### config.mk
export PLATFORM = sky130hd
export DESIGN_NAME = ispc_port
export DESIGN_NICKNAME = d
export VERILOG_FILES = /design/src/design/ispc_pkg.sv /design/src/design/ispc_fifo.sv /design/src/design/ispc_sync.sv /design/src/design/ispc_port.sv
export VERILOG_INCLUDE_DIRS = /design/src /design/src/design
export SDC_FILE = /design/constraint.sdc
export NUM_CORES = 1
export LEC_CHECK = 0
export ABC_CLOCK_PERIOD_IN_PS = 6300
export BUFFER_PORTS_ARGS = -buffer_cell sky130_fd_sc_hd__buf_2
export CAP_MARGIN = 5
export CORE_ASPECT_RATIO = 1.1
export CORE_MARGIN = 4
export CORE_UTILIZATION = 55
export DETAILED_ROUTE_END_ITERATION = 10
export PLACE_DENSITY = 0.85
export RECOVER_POWER = 100
export SLEW_MARGIN = 30
export SYNTH_ARGS = -nofsm -noshare
export SYNTH_HDL_FRONTEND = slang
export SYNTH_SLANG_ARGS = --single-unit
### constraint.sdc
create_clock -name clk_i -period 6.3 [get_ports clk_i]
set_clock_uncertainty 0.1 [all_clocks]
set_input_delay 0.945 -clock clk_i [delete_from_list [all_inputs] [get_ports clk_i]]
set_output_delay 0.945 -clock clk_i [all_outputs]
set_load 0.02 [all_outputs]
### src/design/ispc_params.svh
`ifndef ISPC_PARAMS_SVH
`define ISPC_PARAMS_SVH

// Width of the word address carried on the port, bits 31:2.
`define ISPC_ADDR_W 30
// Number of byte lanes on the port.
`define ISPC_BE_W 4
// Lowest and highest port address bit that carries the sync type.
`define ISPC_SYNC_LSB 6
`define ISPC_SYNC_MSB 10
// Width of the sync type field.
`define ISPC_STYPE_W 5
// Default depth of the request FIFO.
`define ISPC_FIFO_DEPTH 8
// Cycles that the pin synchroniser needs before a stall level can be trusted.
`define ISPC_SYNC_LAT 3
// Reset value of every single-bit memory-side port output.
`define ISPC_RST_VAL 1'h0

`endif

### src/design/ispc_pkg.sv
package ispc_pkg;

  // Kind of transaction that the core asks the port to run.
  typedef enum logic [1:0] {
    ISPC_FETCH,
    ISPC_READ,
    ISPC_WRITE,
    ISPC_SYNC
  } ispc_kind_t;

  // One request from the core, queued in the FIFO.
  typedef struct packed {
    logic [29:0] word_addr;
    logic [3:0]  byte_en;
    ispc_kind_t  kind;
    logic [4:0]  sync_type;
    logic        load_linked;
    logic        store_conditional;
    logic        bp_hit;
    logic        call;
    logic        link_offset;
  } ispc_req_t;

  // Completion report back to the core.
  typedef struct packed {
    logic valid;
    logic bus_error;
    logic aborted;
    logic unlocked;
  } ispc_done_t;

endpackage

### src/design/ispc_fifo.sv
`timescale 1ns/1ps
// Flop-based FIFO with valid and ready on both sides.
module ispc_fifo #(
  parameter int WIDTH = 8,
  parameter int DEPTH = 8
) (
  input  wire logic             clk_i,
  input  wire logic             rst_i,
  input  wire logic             in_valid_i,
  input  wire logic [WIDTH-1:0] in_data_i,
  output logic                  in_ready_o,
  output logic                  out_valid_o,
  output logic [WIDTH-1:0]      out_data_o,
  input  wire logic             out_ready_i
);
  localparam int AW = (DEPTH > 1) ? $clog2(DEPTH) : 1;

  // Refuse depths that the pointer logic cannot wrap correctly.
  if (DEPTH < 2 || (DEPTH & (DEPTH - 1)) != 0 || WIDTH < 1)
  begin : g_bad
    $error("ispc_fifo needs a power-of-two depth of at least 2");
  end

  logic [WIDTH-1:0] mem [DEPTH];  // Storage words.
  logic [AW-1:0]    wr_ptr;       // Next slot to write.
  logic [AW-1:0]    rd_ptr;       // Oldest slot.
  logic [AW:0]      count;        // Words held.
  wire              push = in_valid_i && in_ready_o;
  wire              pop  = out_valid_o && out_ready_i;

  // Full and empty come straight from the count.
  assign in_ready_o  = (count != (AW+1)'(DEPTH)) ? 1'b1 : 1'b0;
  assign out_valid_o = (count != '0);
  assign out_data_o  = mem[rd_ptr];

  // Pointer and count bookkeeping.
  always_ff @(posedge clk_i)
  begin
    if (rst_i)
    begin
      wr_ptr <= '0;
      rd_ptr <= '0;
      count  <= '0;
    end
    else
    begin
      if (push) wr_ptr <= wr_ptr + AW'(1);
      if (pop) rd_ptr <= rd_ptr + AW'(1);
      count <= count + (AW+1)'(push) - (AW+1)'(pop);
    end
  end

  // Data storage is written only on an accepted push.
  always_ff @(posedge clk_i)
  begin
    if (push) mem[wr_ptr] <= in_data_i;
  end
endmodule // ispc_fifo

### src/design/ispc_sync.sv
`timescale 1ns/1ps
// Three-flop pin synchroniser; a change is taken once stages two and three agree.
module ispc_sync #(
  parameter int WIDTH = 1
) (
  input  wire logic             clk_i,
  input  wire logic             rst_i,
  input  wire logic [WIDTH-1:0] pin_i,
  output logic [WIDTH-1:0]      level_o
);
  if (WIDTH < 1)
  begin : g_bad
    $error("ispc_sync needs at least one bit");
  end

  for (genvar i = 0; i < WIDTH; i++)
  begin : g_bit
    logic s1;  // First stage, read only by the second.
    logic s2;  // Second stage.
    logic s3;  // Third stage.
    // The filtered level follows only when two stages agree.
    always_ff @(posedge clk_i)
    begin
      if (rst_i)
      begin
        s1         <= 1'b0;
        s2         <= 1'b0;
        s3         <= 1'b0;
        level_o[i] <= 1'b0;
      end
      else
      begin
        s1 <= pin_i[i];
        s2 <= s1;
        s3 <= s2;
        if (s2 == s3) level_o[i] <= s3;
      end
    end
  end
endmodule // ispc_sync

### src/design/ispc_port.sv
`timescale 1ns/1ps
`include "ispc_params.svh"

module ispc_port #(
  parameter int FIFO_DEPTH = `ISPC_FIFO_DEPTH,
  parameter int SYNC_LAT   = `ISPC_SYNC_LAT
) (
  input  wire logic               clk_i,
  input  wire logic               rst_i,
  // Core request side.
  input  wire logic               req_valid_i,
  input  wire ispc_pkg::ispc_req_t req_i,
  output logic                    req_ready_o,
  input  wire logic               abort_i,
  input  wire logic               exception_return_i,
  input  wire logic               inst_bp_armed_i,
  input  wire logic               data_bp_armed_i,
  input  wire logic               unified_mode_i,
  output ispc_pkg::ispc_done_t    done_o,
  // Memory port side.
  output logic [31:2]             port_address_o,
  output logic [3:0]              port_byte_enables_o,
  output logic                    port_read_strobe_o,
  output logic                    port_write_strobe_o,
  output logic                    sync_strobe_o,
  output logic                    fetch_type_qualifier_o,
  output logic                    write_buffer_control_o,
  output logic                    abort_request_o,
  output logic                    breakpoint_enabled_o,
  output logic                    break_detected_o,
  output logic                    lock_marker_o,
  output logic                    unlock_marker_o,
  output logic                    unlock_all_pulse_o,
  output logic                    call_fetch_hint_o,
  output logic                    link_offset_o,
  input  wire logic               port_stall_i,
  input  wire logic               port_error_i,
  input  wire logic               abort_acknowledge_i,
  input  wire logic               unlock_ack_i
);
  localparam int RW = $bits(ispc_pkg::ispc_req_t);
  localparam int CW = (SYNC_LAT > 1) ? $clog2(SYNC_LAT + 1) : 1;

  // The wait counter must cover the synchroniser delay.
  if (SYNC_LAT < 1 || FIFO_DEPTH < 2)
  begin : g_bad
    $error("ispc_port needs SYNC_LAT >= 1 and FIFO_DEPTH >= 2");
  end

  // Port sequencer states.
  typedef enum logic [1:0] {
    ISPC_IDLE,
    ISPC_START,
    ISPC_WAIT
  } ispc_state_t;

  ispc_state_t         state;       // Current sequencer state.
  ispc_state_t         next_state;  // State for the next cycle.
  logic [CW-1:0]       wait_cnt;    // Cycles left before stall is trusted.
  ispc_pkg::ispc_req_t cur;         // Transaction on the port.
  ispc_pkg::ispc_req_t head;        // Oldest queued request.
  logic [RW-1:0]       head_bits;   // Raw FIFO output.
  logic                head_valid;  // A request is queued.
  logic [3:0]          pin_lvl;     // Synchronised port inputs.
  logic                exception_return_q;      // Previous exception-return level.

  // Decodes a request kind into the read strobe condition.
  function automatic logic port_read_strobe_kind(input ispc_pkg::ispc_kind_t k);
    return (k == ispc_pkg::ISPC_FETCH) || (k == ispc_pkg::ISPC_READ);
  endfunction

  // Pin inputs come from the memory glue and are synchronised here.
  ispc_sync #(
    .WIDTH (4)
  ) u_sync (
    .clk_i   (clk_i),
    .rst_i   (rst_i),
    .pin_i   ({unlock_ack_i, abort_acknowledge_i, port_error_i, port_stall_i}),
    .level_o (pin_lvl)
  );

  wire stall_s   = pin_lvl[0];  // Memory not yet ready.
  wire error_s   = pin_lvl[1];  // Transaction failed.
  wire ack_s     = pin_lvl[2];  // Transaction was aborted.
  wire unlock_s  = pin_lvl[3];  // Store-conditional lock held.

  // Terminating cycle: the wait is over and the stall has been released.
  // Stall release ends transaction.
  wire term      = (state == ISPC_WAIT) && (wait_cnt == '0) && !stall_s;
  wire pop       = (state == ISPC_IDLE) && head_valid;

  // Requests queue here so a slow memory back-pressures the core.
  ispc_fifo #(
    .WIDTH (RW),
    .DEPTH (FIFO_DEPTH)
  ) u_fifo (
    .clk_i       (clk_i),
    .rst_i       (rst_i),
    .in_valid_i  (req_valid_i),
    .in_data_i   (req_i),
    .in_ready_o  (req_ready_o),
    .out_valid_o (head_valid),
    .out_data_o  (head_bits),
    .out_ready_i (pop)
  );

  assign head = ispc_pkg::ispc_req_t'(head_bits);

  // Pending assumed to end now.
  // A read could start next cycle if the port is idle, or would be idle
  // once the pending transaction ends, and a read heads the queue.
  wire port_free = (state == ISPC_IDLE) || (state == ISPC_WAIT);
  wire next_wbc  = !(port_free && head_valid && port_read_strobe_kind(head.kind));

  // Sequencer next state.
  always_comb
  begin
    next_state = state;
    unique case (state)
      ISPC_IDLE:
      begin
        // Start a transaction as soon as one is queued.
        if (head_valid) next_state = ISPC_START;
      end
      ISPC_START:
      begin
        // Strobes stand for the start cycle only.
        next_state = ISPC_WAIT;
      end
      ISPC_WAIT:
      begin
        // Return to idle once memory releases the stall.
        if (term) next_state = ISPC_IDLE;
      end
    endcase
  end

  // Sequencer state and wait counter.
  always_ff @(posedge clk_i)
  begin
    if (rst_i)
    begin
      state    <= ISPC_IDLE;
      wait_cnt <= '0;
    end
    else
    begin
      state <= next_state;
      if (state == ISPC_START) wait_cnt <= CW'(SYNC_LAT);
      else if (wait_cnt != '0) wait_cnt <= wait_cnt - CW'(1);
    end
  end

  // The transaction is captured once and held until it ends.
  // Held stable while stalled.
  always_ff @(posedge clk_i)
  begin
    if (rst_i) cur <= '0;
    else if (pop) cur <= head;
  end

  // Address and enables come straight from the held transaction.
  // Sync type on 10:6.
  always_ff @(posedge clk_i)
  begin
    if (rst_i)
    begin
      port_address_o      <= '0;
      port_byte_enables_o <= '0;
    end
    else if (pop)
    begin
      port_address_o <= head.word_addr;
      if (head.kind == ispc_pkg::ISPC_SYNC)
        port_address_o[`ISPC_SYNC_MSB:`ISPC_SYNC_LSB] <= head.sync_type;
      port_byte_enables_o <= head.byte_en;
    end
  end

  // Strobes are one-cycle pulses in the start cycle.
  always_ff @(posedge clk_i)
  begin
    if (rst_i)
    begin
      port_read_strobe_o  <= `ISPC_RST_VAL;
      port_write_strobe_o <= `ISPC_RST_VAL;
      sync_strobe_o       <= `ISPC_RST_VAL;
    end
    else
    begin
      port_read_strobe_o  <= pop && port_read_strobe_kind(head.kind);
      port_write_strobe_o <= pop && (head.kind == ispc_pkg::ISPC_WRITE);
      sync_strobe_o       <= pop && (head.kind == ispc_pkg::ISPC_SYNC);
    end
  end

  // Qualifiers and markers stand for the whole transaction.
  always_ff @(posedge clk_i)
  begin
    if (rst_i)
    begin
      fetch_type_qualifier_o <= `ISPC_RST_VAL;
      lock_marker_o          <= `ISPC_RST_VAL;
      unlock_marker_o        <= `ISPC_RST_VAL;
    end
    else if (pop)
    begin
      fetch_type_qualifier_o <= (head.kind == ispc_pkg::ISPC_FETCH);
      lock_marker_o <= head.load_linked && (head.kind == ispc_pkg::ISPC_READ);
      unlock_marker_o <= head.store_conditional && (head.kind == ispc_pkg::ISPC_WRITE);
    end
    else if (term)
    begin
      lock_marker_o   <= 1'b0;
      unlock_marker_o <= 1'b0;
    end
  end

  // Call hint and link offset stand in the start cycle of the fetch.
  always_ff @(posedge clk_i)
  begin
    if (rst_i)
    begin
      call_fetch_hint_o <= `ISPC_RST_VAL;
      link_offset_o     <= `ISPC_RST_VAL;
    end
    else
    begin
      call_fetch_hint_o <= pop && head.call && (head.kind == ispc_pkg::ISPC_FETCH);
      link_offset_o     <= pop && head.call && head.link_offset &&
                           (head.kind == ispc_pkg::ISPC_FETCH);
    end
  end

  // Abort request latches while busy and drops after the final cycle.
  always_ff @(posedge clk_i)
  begin
    if (rst_i) abort_request_o <= `ISPC_RST_VAL;
    else if (term) abort_request_o <= 1'b0;
    else if (state != ISPC_IDLE && abort_i) abort_request_o <= 1'b1;
  end

  // Break indication rises one cycle after the start cycle.
  always_ff @(posedge clk_i)
  begin
    if (rst_i) break_detected_o <= `ISPC_RST_VAL;
    else if (term) break_detected_o <= 1'b0;
    else if (state == ISPC_START && cur.bp_hit) break_detected_o <= 1'b1;
  end

  // Breakpoint-enabled and write-buffer control are registered levels.
  always_ff @(posedge clk_i)
  begin
    if (rst_i)
    begin
      breakpoint_enabled_o   <= `ISPC_RST_VAL;
      write_buffer_control_o <= `ISPC_RST_VAL;
    end
    else
    begin
      breakpoint_enabled_o   <= inst_bp_armed_i || (unified_mode_i && data_bp_armed_i);
      write_buffer_control_o <= next_wbc;
    end
  end

  // Exception return gives exactly one pulse per rising edge.
  always_ff @(posedge clk_i)
  begin
    if (rst_i)
    begin
      exception_return_q             <= 1'b0;
      unlock_all_pulse_o <= `ISPC_RST_VAL;
    end
    else
    begin
      exception_return_q             <= exception_return_i;
      unlock_all_pulse_o <= exception_return_i && !exception_return_q;
    end
  end

  // Completion report to the core, one cycle after the final cycle.
  always_ff @(posedge clk_i)
  begin
    if (rst_i) done_o <= '0;
    else
    begin
      done_o.valid     <= term;
      done_o.bus_error <= term && (error_s || (ack_s && !abort_request_o));
      done_o.aborted   <= term && ack_s && abort_request_o;
      done_o.unlocked  <= term && unlock_s && unlock_marker_o;
    end
  end
endmodule // ispc_port

== Word-level counts from Yosys, hierarchy flattened ==
Memories as Yosys holds them, arrays and structs flattened. A register that Yosys moved wholly into a read port is not among the register bits.
Index checks and enable logic that the tools add are counted.

* Memories: 1
* Logic and storage cells: 118
* Memory bits (writable): 368
* Register bits after elaboration: 83

* Muxes and demuxes: 14
* Equal/unequal tests: 12
* Reductions and logical operators: 44
* Add/subtract/negate cells: 5

{| class="wikitable"
|+ Memories
! memory !! words !! width !! read ports !! clocked after Yosys merged registers in !! write ports !! line !! RTL
|-
| u_fifo.mem || 8 || 46 || 1 || 1 || 1 || ispc_fifo.sv:24 || <nowiki>logic [WIDTH-1:0] mem [DEPTH];</nowiki>
|}

{| class="wikitable"
|+ Operator list
! operator !! count
|-
| logical AND 1 bit || 26
|-
| two-way mux 2 bit || 4
|-
| nonzero test 2 bit || 4
|-
| adder 3 x 1 -> 3 bit, second input constant || 2
|-
| equality test 2 bit, second input constant || 3
|-
| logical NOT 2 bit || 3
|-
| two-way mux 1 bit || 6
|-
| two-way mux 3 bit || 2
|-
| case mux 2 bit (3 select lines) || 1
|-
| two-way mux 5 bit || 1
|-
| adder 4 x 1 -> 4 bit || 1
|-
| equality test 1 bit || 4
|-
| equality test 2 x 1 -> 1 bit, second input constant || 2
|-
| logical NOT 1 bit || 4
|-
| logical OR 1 bit || 4
|-
| != test 2 bit, second input constant || 2
|-
| != test 4 bit, second input constant || 1
|-
| nonzero test 4 bit || 1
|-
| subtractor 4 x 1 -> 4 bit || 1
|-
| AND reduction 2 bit || 1
|-
| OR reduction 2 bit || 1
|-
| subtractor 2 x 1 -> 2 bit, second input constant || 1
|}

== Logic depth before layout (Yosys ltp) ==
Gate-level depths: netlist of the first run.

* Depth after elaboration: 5
* Gate-level depth with buffers: 14

== By module ==
A second synthesis of the first run with hierarchy kept.

* Cell total of the unflattened synthesis: 889
* Area, all modules: 17,327.9 sq um

{| class="wikitable"
|+ Modules (own cells, without submodules)
! module !! cells each !! sequential area each (sq um) !! area an instance (sq um) !! instances
|-
| ispc_fifo || 611 || 11,310.8 || 14,777.9 || 1
|-
| ispc_port || 237 || 1,141.1 || 2,063.2 || 1
|-
| ispc_sync || 41 || 320.3 || 486.7 || 1
|}

== Worst setup path before layout of the first run ==
No wires, ideal clock.

* Path type: flip-flop to flip-flop
* Start point: register u_fifo.count[2]
* End point: memory u_fifo.mem[0][0] (netlist bit) (enable)
* Path slack: 1.078 ns
* Arrival time: 4.615 ns
* Stages on the path, launching flop included: 8
* Setup time: 0.506 ns
* Path buffers: 1
* Required time: 5.694 ns
* Cells stage by stage: dfxtp_1 > inv_1 > ha_1 > or3b_2 > clkbuf_1 > nand2_1 > or2_2 > nor3_1

* Word-level cells in the longest chain between the ends: 5

{| class="wikitable"
|+ Ends and longest elaborated chain
! what !! line !! RTL
|-
| start, declared || ispc_fifo.sv:27 || <nowiki>logic [AW:0] count;</nowiki>
|-
| start signal, assigned || ispc_fifo.sv:49 || <nowiki>count <= count + (AW+1)'(push) - (AW+1)'(pop);</nowiki>
|-
| != test 4 bit || ispc_fifo.sv:32 || <nowiki>assign in_ready_o = (count != (AW+1)'(DEPTH)) ? 1'b1 : 1'b0;</nowiki>
|-
| two-way mux 1 bit || ispc_fifo.sv:32 ||
|-
| named net req_ready_o || ispc_port.sv:13 || <nowiki>output logic req_ready_o,</nowiki>
|-
| logical AND 1 bit || ispc_fifo.sv:28 || <nowiki>wire push = in_valid_i && in_ready_o;</nowiki>
|-
| two-way mux 1 bit || ispc_fifo.sv:56 || <nowiki>if (push) mem[wr_ptr] <= in_data_i;</nowiki>
|-
| two-way mux 1 bit (implied by the code) || ispc_fifo.sv:56 ||
|-
| end, declared || ispc_fifo.sv:24 ||
|}

The timed path passes the listed nets, and every way through them passes these cells.

== Worst setup path after layout of the first run ==
* Start point: register u_fifo.count[2]
* End point: memory u_fifo.mem[4][36] (netlist bit) (enable)

* Word-level cells in the longest chain between the ends: 5

{| class="wikitable"
|+ Ends and longest elaborated chain
! what !! line
|-
| != test 4 bit || ispc_fifo.sv:32
|-
| two-way mux 1 bit || ispc_fifo.sv:32
|-
| logical AND 1 bit || ispc_fifo.sv:28
|-
| two-way mux 1 bit || ispc_fifo.sv:56
|-
| two-way mux 1 bit (implied by the code) || ispc_fifo.sv:56
|}

Every way passes these cells.

==> flow_metrics.tcl, run 1 <==
set metrics [dict create \
    status "finished, violations left" \
    violations "capacitance limit, slew limit" \
    ir_drop_mv 0.2887 \
    grt_pass1_vias 8884 \
    p_leak_nw 6.036 \
    post-cts-setup-buffers 0 \
    drt-pass1-iter-count 5 \
    htree_levels 2 \
    cp-start-kind "register" \
    layout.nets 1051 \
    netlist_top_cells_area "edfxtp_1 (66%), mux4_2 (12%), dfxtp_1 (10%)" \
    placed_cells_incl_taps 1342 \
    crit_path_max_incr_delay_ns 2.32 \
    root_buffer "clkbuf_16" \
    worst_slack_ns 1.877 \
    gr-total-overflow 0 \
    route.final.wire_length_um 34230 \
    critPathKind "reg2reg" \
    synth_top_area_frac 0.6566 \
    end_kind "register" \
    ctsHoldBuffers 0 \
    ys.warnings.count 0 \
    synthCells 852 \
    multi_input_area_mm2 0.003831 \
    syn_nets 923 \
    finalWeightedCongestion 0.7238 \
    finalSetupViolCount 0 \
    clkTransAtPathRegs_ns 0.06 \
    maxSlewViolCount 342 \
    synth_area_leader_cell "edfxtp_1" \
    slew_headroom -1.275 \
    required_ns 6.27 \
    die_w_um 174.8 \
    avgSynthCellArea_um2 19.75 \
    tightest_slew_ns 3.412 \
    vias 8331 \
    fmax_ghz 0.2261 \
    row_count 66 \
    ys_seq_area_frac 0.7589 \
    synth_edf_count 368 \
    hold_violations 0 \
    cts_tree "yes" \
    dpl_worst_slack_ns 2.856 \
    ys_types 38 \
    netlist_area_mm2 0.01683 \
    crit_slowest_cell "clkbuf_1" \
    power.density_mw_per_mm2 422.6 \
    ant_nets 0 \
    layout-drive-gt1-share 0.1895 \
    clk_latency_ns 0.54 \
    clock-sinks 454 \
    die_area_mm2 0.03347 \
    grt_use_total 0.2077 \
    cp_max_fo 46 \
    nFillCells 2057 \
    insertedDiodeCount 0 \
    rsz0062_at_grt "false" \
    io_buffers 109 \
    ys_ff_latch 454 \
    cp_cell_sequence "inv_1, ha_1, or3b_2, nand2_1, or2_0, nor2_4, clkbuf_1" \
    dpl.hpwl_um 17800 \
    yosys_most_used_dff "edfxtp_1" \
    drt-initial-drc-count 659 \
    hp-class "reg2reg" \
    ys_async_sr_fraction 0 \
    io_pins 110 \
    antenna_found_initial 0 \
    grt_pass1_wl_um 52960 \
    fin_crit_ns 4.423 \
    core-area_mm2 0.02989 \
    wl_per_cell_um 24.09 \
    regArea_mm2 0.01278 \
    synthToLayoutAreaGrowth_pct 13.59 \
    maxCapViolCount 8 \
    initial_core_util 0.5630 \
    fin_crit_sh 0.7021 \
    grt_max_degree 73 \
    worstPathArrival_ns 4.40 \
    instances_no_fill 1421 \
    via_per_inst 5.863 \
    holdWs_ns 0.2829 \
    clk_path_buf_depth 3 \
    power_w 0.008079 \
    die_y_um 191.5 \
    finalSetupTns_ns 0 \
    cts_buffers 44 \
    post-route-drc-count 0 \
    cts_resized 0 \
]
==> path summary, 6_finish.rpt <==
check                startpoint            endpoint  slack (ns)  cells past startpoint
max reg2reg     u_fifo.count[2]   u_fifo.mem[4][36]        1.88                      7
min          exception_return_q  unlock_all_pulse_o        0.28                      1
max             u_fifo.count[2]   u_fifo.mem[4][36]        1.88                      7
min reg2reg  exception_return_q  unlock_all_pulse_o        0.28                      1
==> cells in the mapped netlist (all sizes together) (2+ instances only) <==
cell,count
nor2b,15
a32o,5
nand2,12
buf,21
xor2,3
clkbuf,20
o21ai,8
mux2,7
nand2b,5
and3,4
mux2i,43
dfxtp,86
a211oi,32
a21oi,15
nand3,10
nor2,59
inv,15
or3b,2
mux4,92
ha,12
xnor2,3
edfxtp,368
nor3,7
==> metrics by stage <==
| step | util | cell area [µm²] |
|---|---|---|
| 6_report | 0.6395 | 19120 |
| 5_1_grt | 0.6395 | 19120 |
| 4_1_cts | 0.6453 | 19290 |
| 3_5_place_dp | 0.5978 | 17870 |
| 3_3_place_gp | 0.5971 | 17850 |
| 2_1_floorplan | - | 16830 |
==> critical path, delay by kind of cell, from the launching register on <==
family	cells	cell delay, ns
buffers and inverters	2	2.38
adder cells (fa/ha/maj)	1	0.20
AND/OR/NAND/NOR	4	0.94
flip-flops	1	0.30
==> state kept, by name (all words and copies together), names as in the netlist, 4 cells and up, named ones only <==
| signal | count |
|---|---|
| u_sync.g_bit.s3 | 4 |
| done_o | 4 |
| u_fifo.count | 4 |
| u_fifo.mem | 368 |
| port_byte_enables_o | 4 |
| u_sync.level_o | 4 |
| u_sync.g_bit.s2 | 4 |
| port_address_o | 30 |
| u_sync.g_bit.s1 | 4 |
==> cells by family (layout without fill, tap and decap cells) <==
group / after synthesis / after routing / share of synthesized area
compound gates: 63 / 63 / 0.02550
xor+xnor: 6 / 6 / 0.003123
fa+ha+maj: 13 / 13 / 0.01011
buf+inv: 56 / 217 / 0.01524
flops: 454 / 454 / 0.7589
mux: 142 / 142 / 0.1540
simple gates: 118 / 118 / 0.03308
==> cells in the final DEF (no fill, tap or decap), types with 2 or more instances in the layout <==
cell	instances
clkbuf_8	3
buf_4	7
or3b_2	2
ha_1	12
mux4_2	92
clkinv_2	6
buf_2	11
dfxtp_4	2
clkinv_1	8
mux2i_1	43
nor2_4	5
clkbuf_16	45
dfxtp_1	84
edfxtp_1	368
and3_1	3
o21ai_0	8
nor3_1	6
a211oi_1	32
nand2b_1	5
nor2b_1	15
nand3_1	10
xnor2_1	3
nand2_1	12
bufinv_16	4
clkbuf_1	111
clkbuf_2	3
nor2_1	54
mux2_2	5
a21oi_1	15
xor2_1	3
inv_1	15
a32o_1	5
==> layout make-up <==
class | count | share of cell area
clock buffer | 58 | 0.06322
clock inverter | 21 | 0.01113
inverter | 15 | 0.002945
multi-input combinational | 342 | 0.2004
sequential | 454 | 0.6685
tap | 408 | 0.02670
timing repair buffer | 123 | 0.02710
==> power breakdown <==
group	switching [W]	total (W)	leakage (nW)	internal, W
registers	0.000209	0.00372	4.05	0.00351
clock network	0.00107	0.00259	0.701	0.00151
logic	0.000983	0.00177	1.29	0.000791
==> layer usage <==
metal	global-route usage	part of all wire	vias to the layer above
li1	-	-	3653
met1	0.2744	0.40	4296
met2	0.3585	0.52	327
met3	0.03738	0.066	55
met4	0.06165	0.021	0
met5	0	0	-
Power figures use the tool's default switching activity.
==> run 2, diff against run 1 <==
- ABC_CLOCK_PERIOD_IN_PS: 6300 -> 4350
- clock period: 6.3 -> 4.35 ns (I/O delays scaled with it)
==> run 2 against run 1 <==
Against the previous run:
- the run still ends with capacitance limit, slew limit left
- critical path depth fell by 1
- register-to-register slack got worse by 0.97 ns
- via count rose by 1.2%
- wire length fell by 0.68%
- combinational power rose by 44%
- sequential cell count did not move
- global-route usage rose by 0.059 points
- cell area rose by 0.23%
- hold slack got worse by 0.045 ns
- setup slack got worse by 0.97 ns
- power rose by 45%
- first-iteration DRC count rose by 15%
- critical endpoint is now u_fifo.mem[3][6]
- largest cell class unchanged
- highest routed layer is now met5
==> flow_metrics.tcl, run 2 (synthesis results as in run 1) <==
set metrics [dict create \
    io_pins 110 \
    endpoint "u_fifo.mem[3][6]" \
    slew_headroom -0.6212 \
    drt-pass1-iter-count 8 \
    post-cts-setup-buffers 0 \
    synthToLayoutAreaGrowth_pct 13.85 \
    post-route-drc-count 0 \
    violations "capacitance limit, slew limit" \
    clkTransAtPathRegs_ns 0.06 \
    die_y_um 191.5 \
    fin_crit_sh 0.7918 \
    wl_per_cell_um 23.79 \
    ctsHoldBuffers 0 \
    switching_share 0.2805 \
    cp-start-kind "register" \
    die_area_mm2 0.03347 \
    p_int_w 0.008408 \
    clk_path_buf_depth 3 \
    hp-class "in2reg" \
    combPwrFrac 0.217 \
    htree_levels 2 \
    worstPathArrival_ns 3.52 \
    row_count 66 \
    maxCapViolCount 8 \
    power_frac_seq 0.460 \
    route.final.wire_length_um 34000 \
    largest_reg_flops 368 \
    fin_crit_ns 3.444 \
    p_leak_nw 6.063 \
    path_buf_inv 2 \
    grt_use_total 0.2082 \
    crit_cells 6 \
    io_buffers 109 \
    maxSlewViolCount 220 \
    status "finished, violations left" \
    power.density_mw_per_mm2 609.9 \
    drt-initial-drc-count 760 \
    tightest_slew_ns 2.432 \
    r2r_setup_slack_ns 0.91 \
    mostFrequentLayoutCells "edfxtp_1 (368), clkbuf_1 (110), mux4_2 (92)" \
    utilization 0.6410 \
    hold_violations 0 \
    required_ns 4.42 \
    top_regs "u_fifo.mem x368, port_address_o x30" \
    largest-register "u_fifo.mem" \
    layout-drive-gt1-share 0.1959 \
    vias 8427 \
    clock-sinks 454 \
    crit_slowest_cell "nor2_1" \
    fmax_ghz 0.2903 \
    cts_tree "yes" \
    root_buffer "clkbuf_16" \
    grt_pass1_vias 8803 \
    cts_buffers 44 \
    rsz0062_at_grt "false" \
    ant_nets 0 \
    cp_cell_sequence "inv_1, ha_1, or3b_2, nand3_1, nor2_1, buf_4" \
    switchingPower_w 0.003278 \
    initial_core_util 0.5630 \
    layout.nets 1052 \
    reg2reg_from "u_fifo.count[2]" \
    cp-startpoint "u_fifo.count[2]" \
    antenna_found_initial 7 \
    end_kind "register" \
    clk_latency_ns 0.54 \
    finalSetupTns_ns 0 \
    grt_pass1_wl_um 52920 \
    finalSetupViolCount 0 \
    finalWeightedCongestion 0.7289 \
    ir_drop_mv 0.3420 \
    rr_endpoint "u_fifo.mem[3][6]" \
    critPathKind "reg2reg" \
    critPathTopFamily "simple AND/OR/NAND/NOR gates" \
    die_w_um 174.8 \
    multi_input_area_mm2 0.003822 \
    core-area_mm2 0.02989 \
    via_per_inst 5.897 \
    cp_max_fo 30 \
    gr-total-overflow 0 \
    nFillCells 2020 \
    grt_max_degree 72 \
    dpl.hpwl_um 18890 \
    crit_path_max_incr_delay_ns 1.30 \
    cts_resized 0 \
    regArea_mm2 0.01278 \
    reg2regPathDepth 6 \
    final_common_cell "edfxtp_1" \
    power_frac_clock 0.322 \
]
## run 2: cell types whose count changed in the layout (fill, tap and decap cells not counted), sizes merged
cell	previous run	this run
diode	0	5
clkbuf	162	165
buf	19	18
inv	16	17
## run 2: power groups by stage
stage               combinational, W  clock [W]  sequential (W)
floorplan                    0.00187          0         0.00545
global placement             0.00251          0         0.00543
detailed placement           0.00260          0         0.00546
CTS                          0.00264    0.00382         0.00538
global route                 0.00281    0.00403         0.00543
finish                       0.00254    0.00377         0.00538
## run 2: final cells by class
class,instances,share of cell area
clock buffer,59,0.06354
multi-input combinational,342,0.1995
antenna,5,0.0006530
tap,408,0.02664
sequential,454,0.6670
inverter,15,0.002938
timing repair buffer,124,0.02801
clock inverter,22,0.01169
## run 2: worst register-to-register path, cell delays in order (launching register included)
cell and delay, ns:
dfxtp_1 0.32, inv_1 0.07, ha_1 0.19, or3b_2 0.23
nand3_1 0.25, nor2_1 1.30, buf_4 0.61
## run 2: through the flow
stage	std cells	hold WS [ns]	setup slack (ns)	power (W)	cell area (µm²)
5_1_grt	1429	0.2425	0.6543	0.01226	19160
3_5_place_dp	1343	0.2806	1.441	0.008057	17900
6_report	1429	0.2374	0.9056	0.01169	19160
2_1_floorplan	852	0.2674	0.3822	0.007320	16840
4_1_cts	1424	0.2274	1.389	0.01184	19340
3_3_place_gp	1343	0.2731	1.572	0.007939	17900
## run 2: layer usage
| layer | part of all wire | GRT usage | vias up |
|---|---|---|---|
| met4 | 0.030 | 0.07253 | 4 |
| met1 | 0.39 | 0.2805 | 4324 |
| met2 | 0.50 | 0.3491 | 362 |
| met3 | 0.070 | 0.03679 | 72 |
| li1 | - | - | 3665 |
| met5 | 0.00082 | 0 | - |
## run 2: worst min-delay path by stage
stage                       start                    to  depth (start not counted)
6_report          inst_bp_armed_i  breakpoint_enabled_o                          3
5_1_grt           inst_bp_armed_i  breakpoint_enabled_o                          3
4_1_cts           inst_bp_armed_i  breakpoint_enabled_o                          3
3_5_place_dp   exception_return_q    unlock_all_pulse_o                          1
3_3_place_gp   exception_return_q    unlock_all_pulse_o                          1
2_1_floorplan  exception_return_q    unlock_all_pulse_o                          1
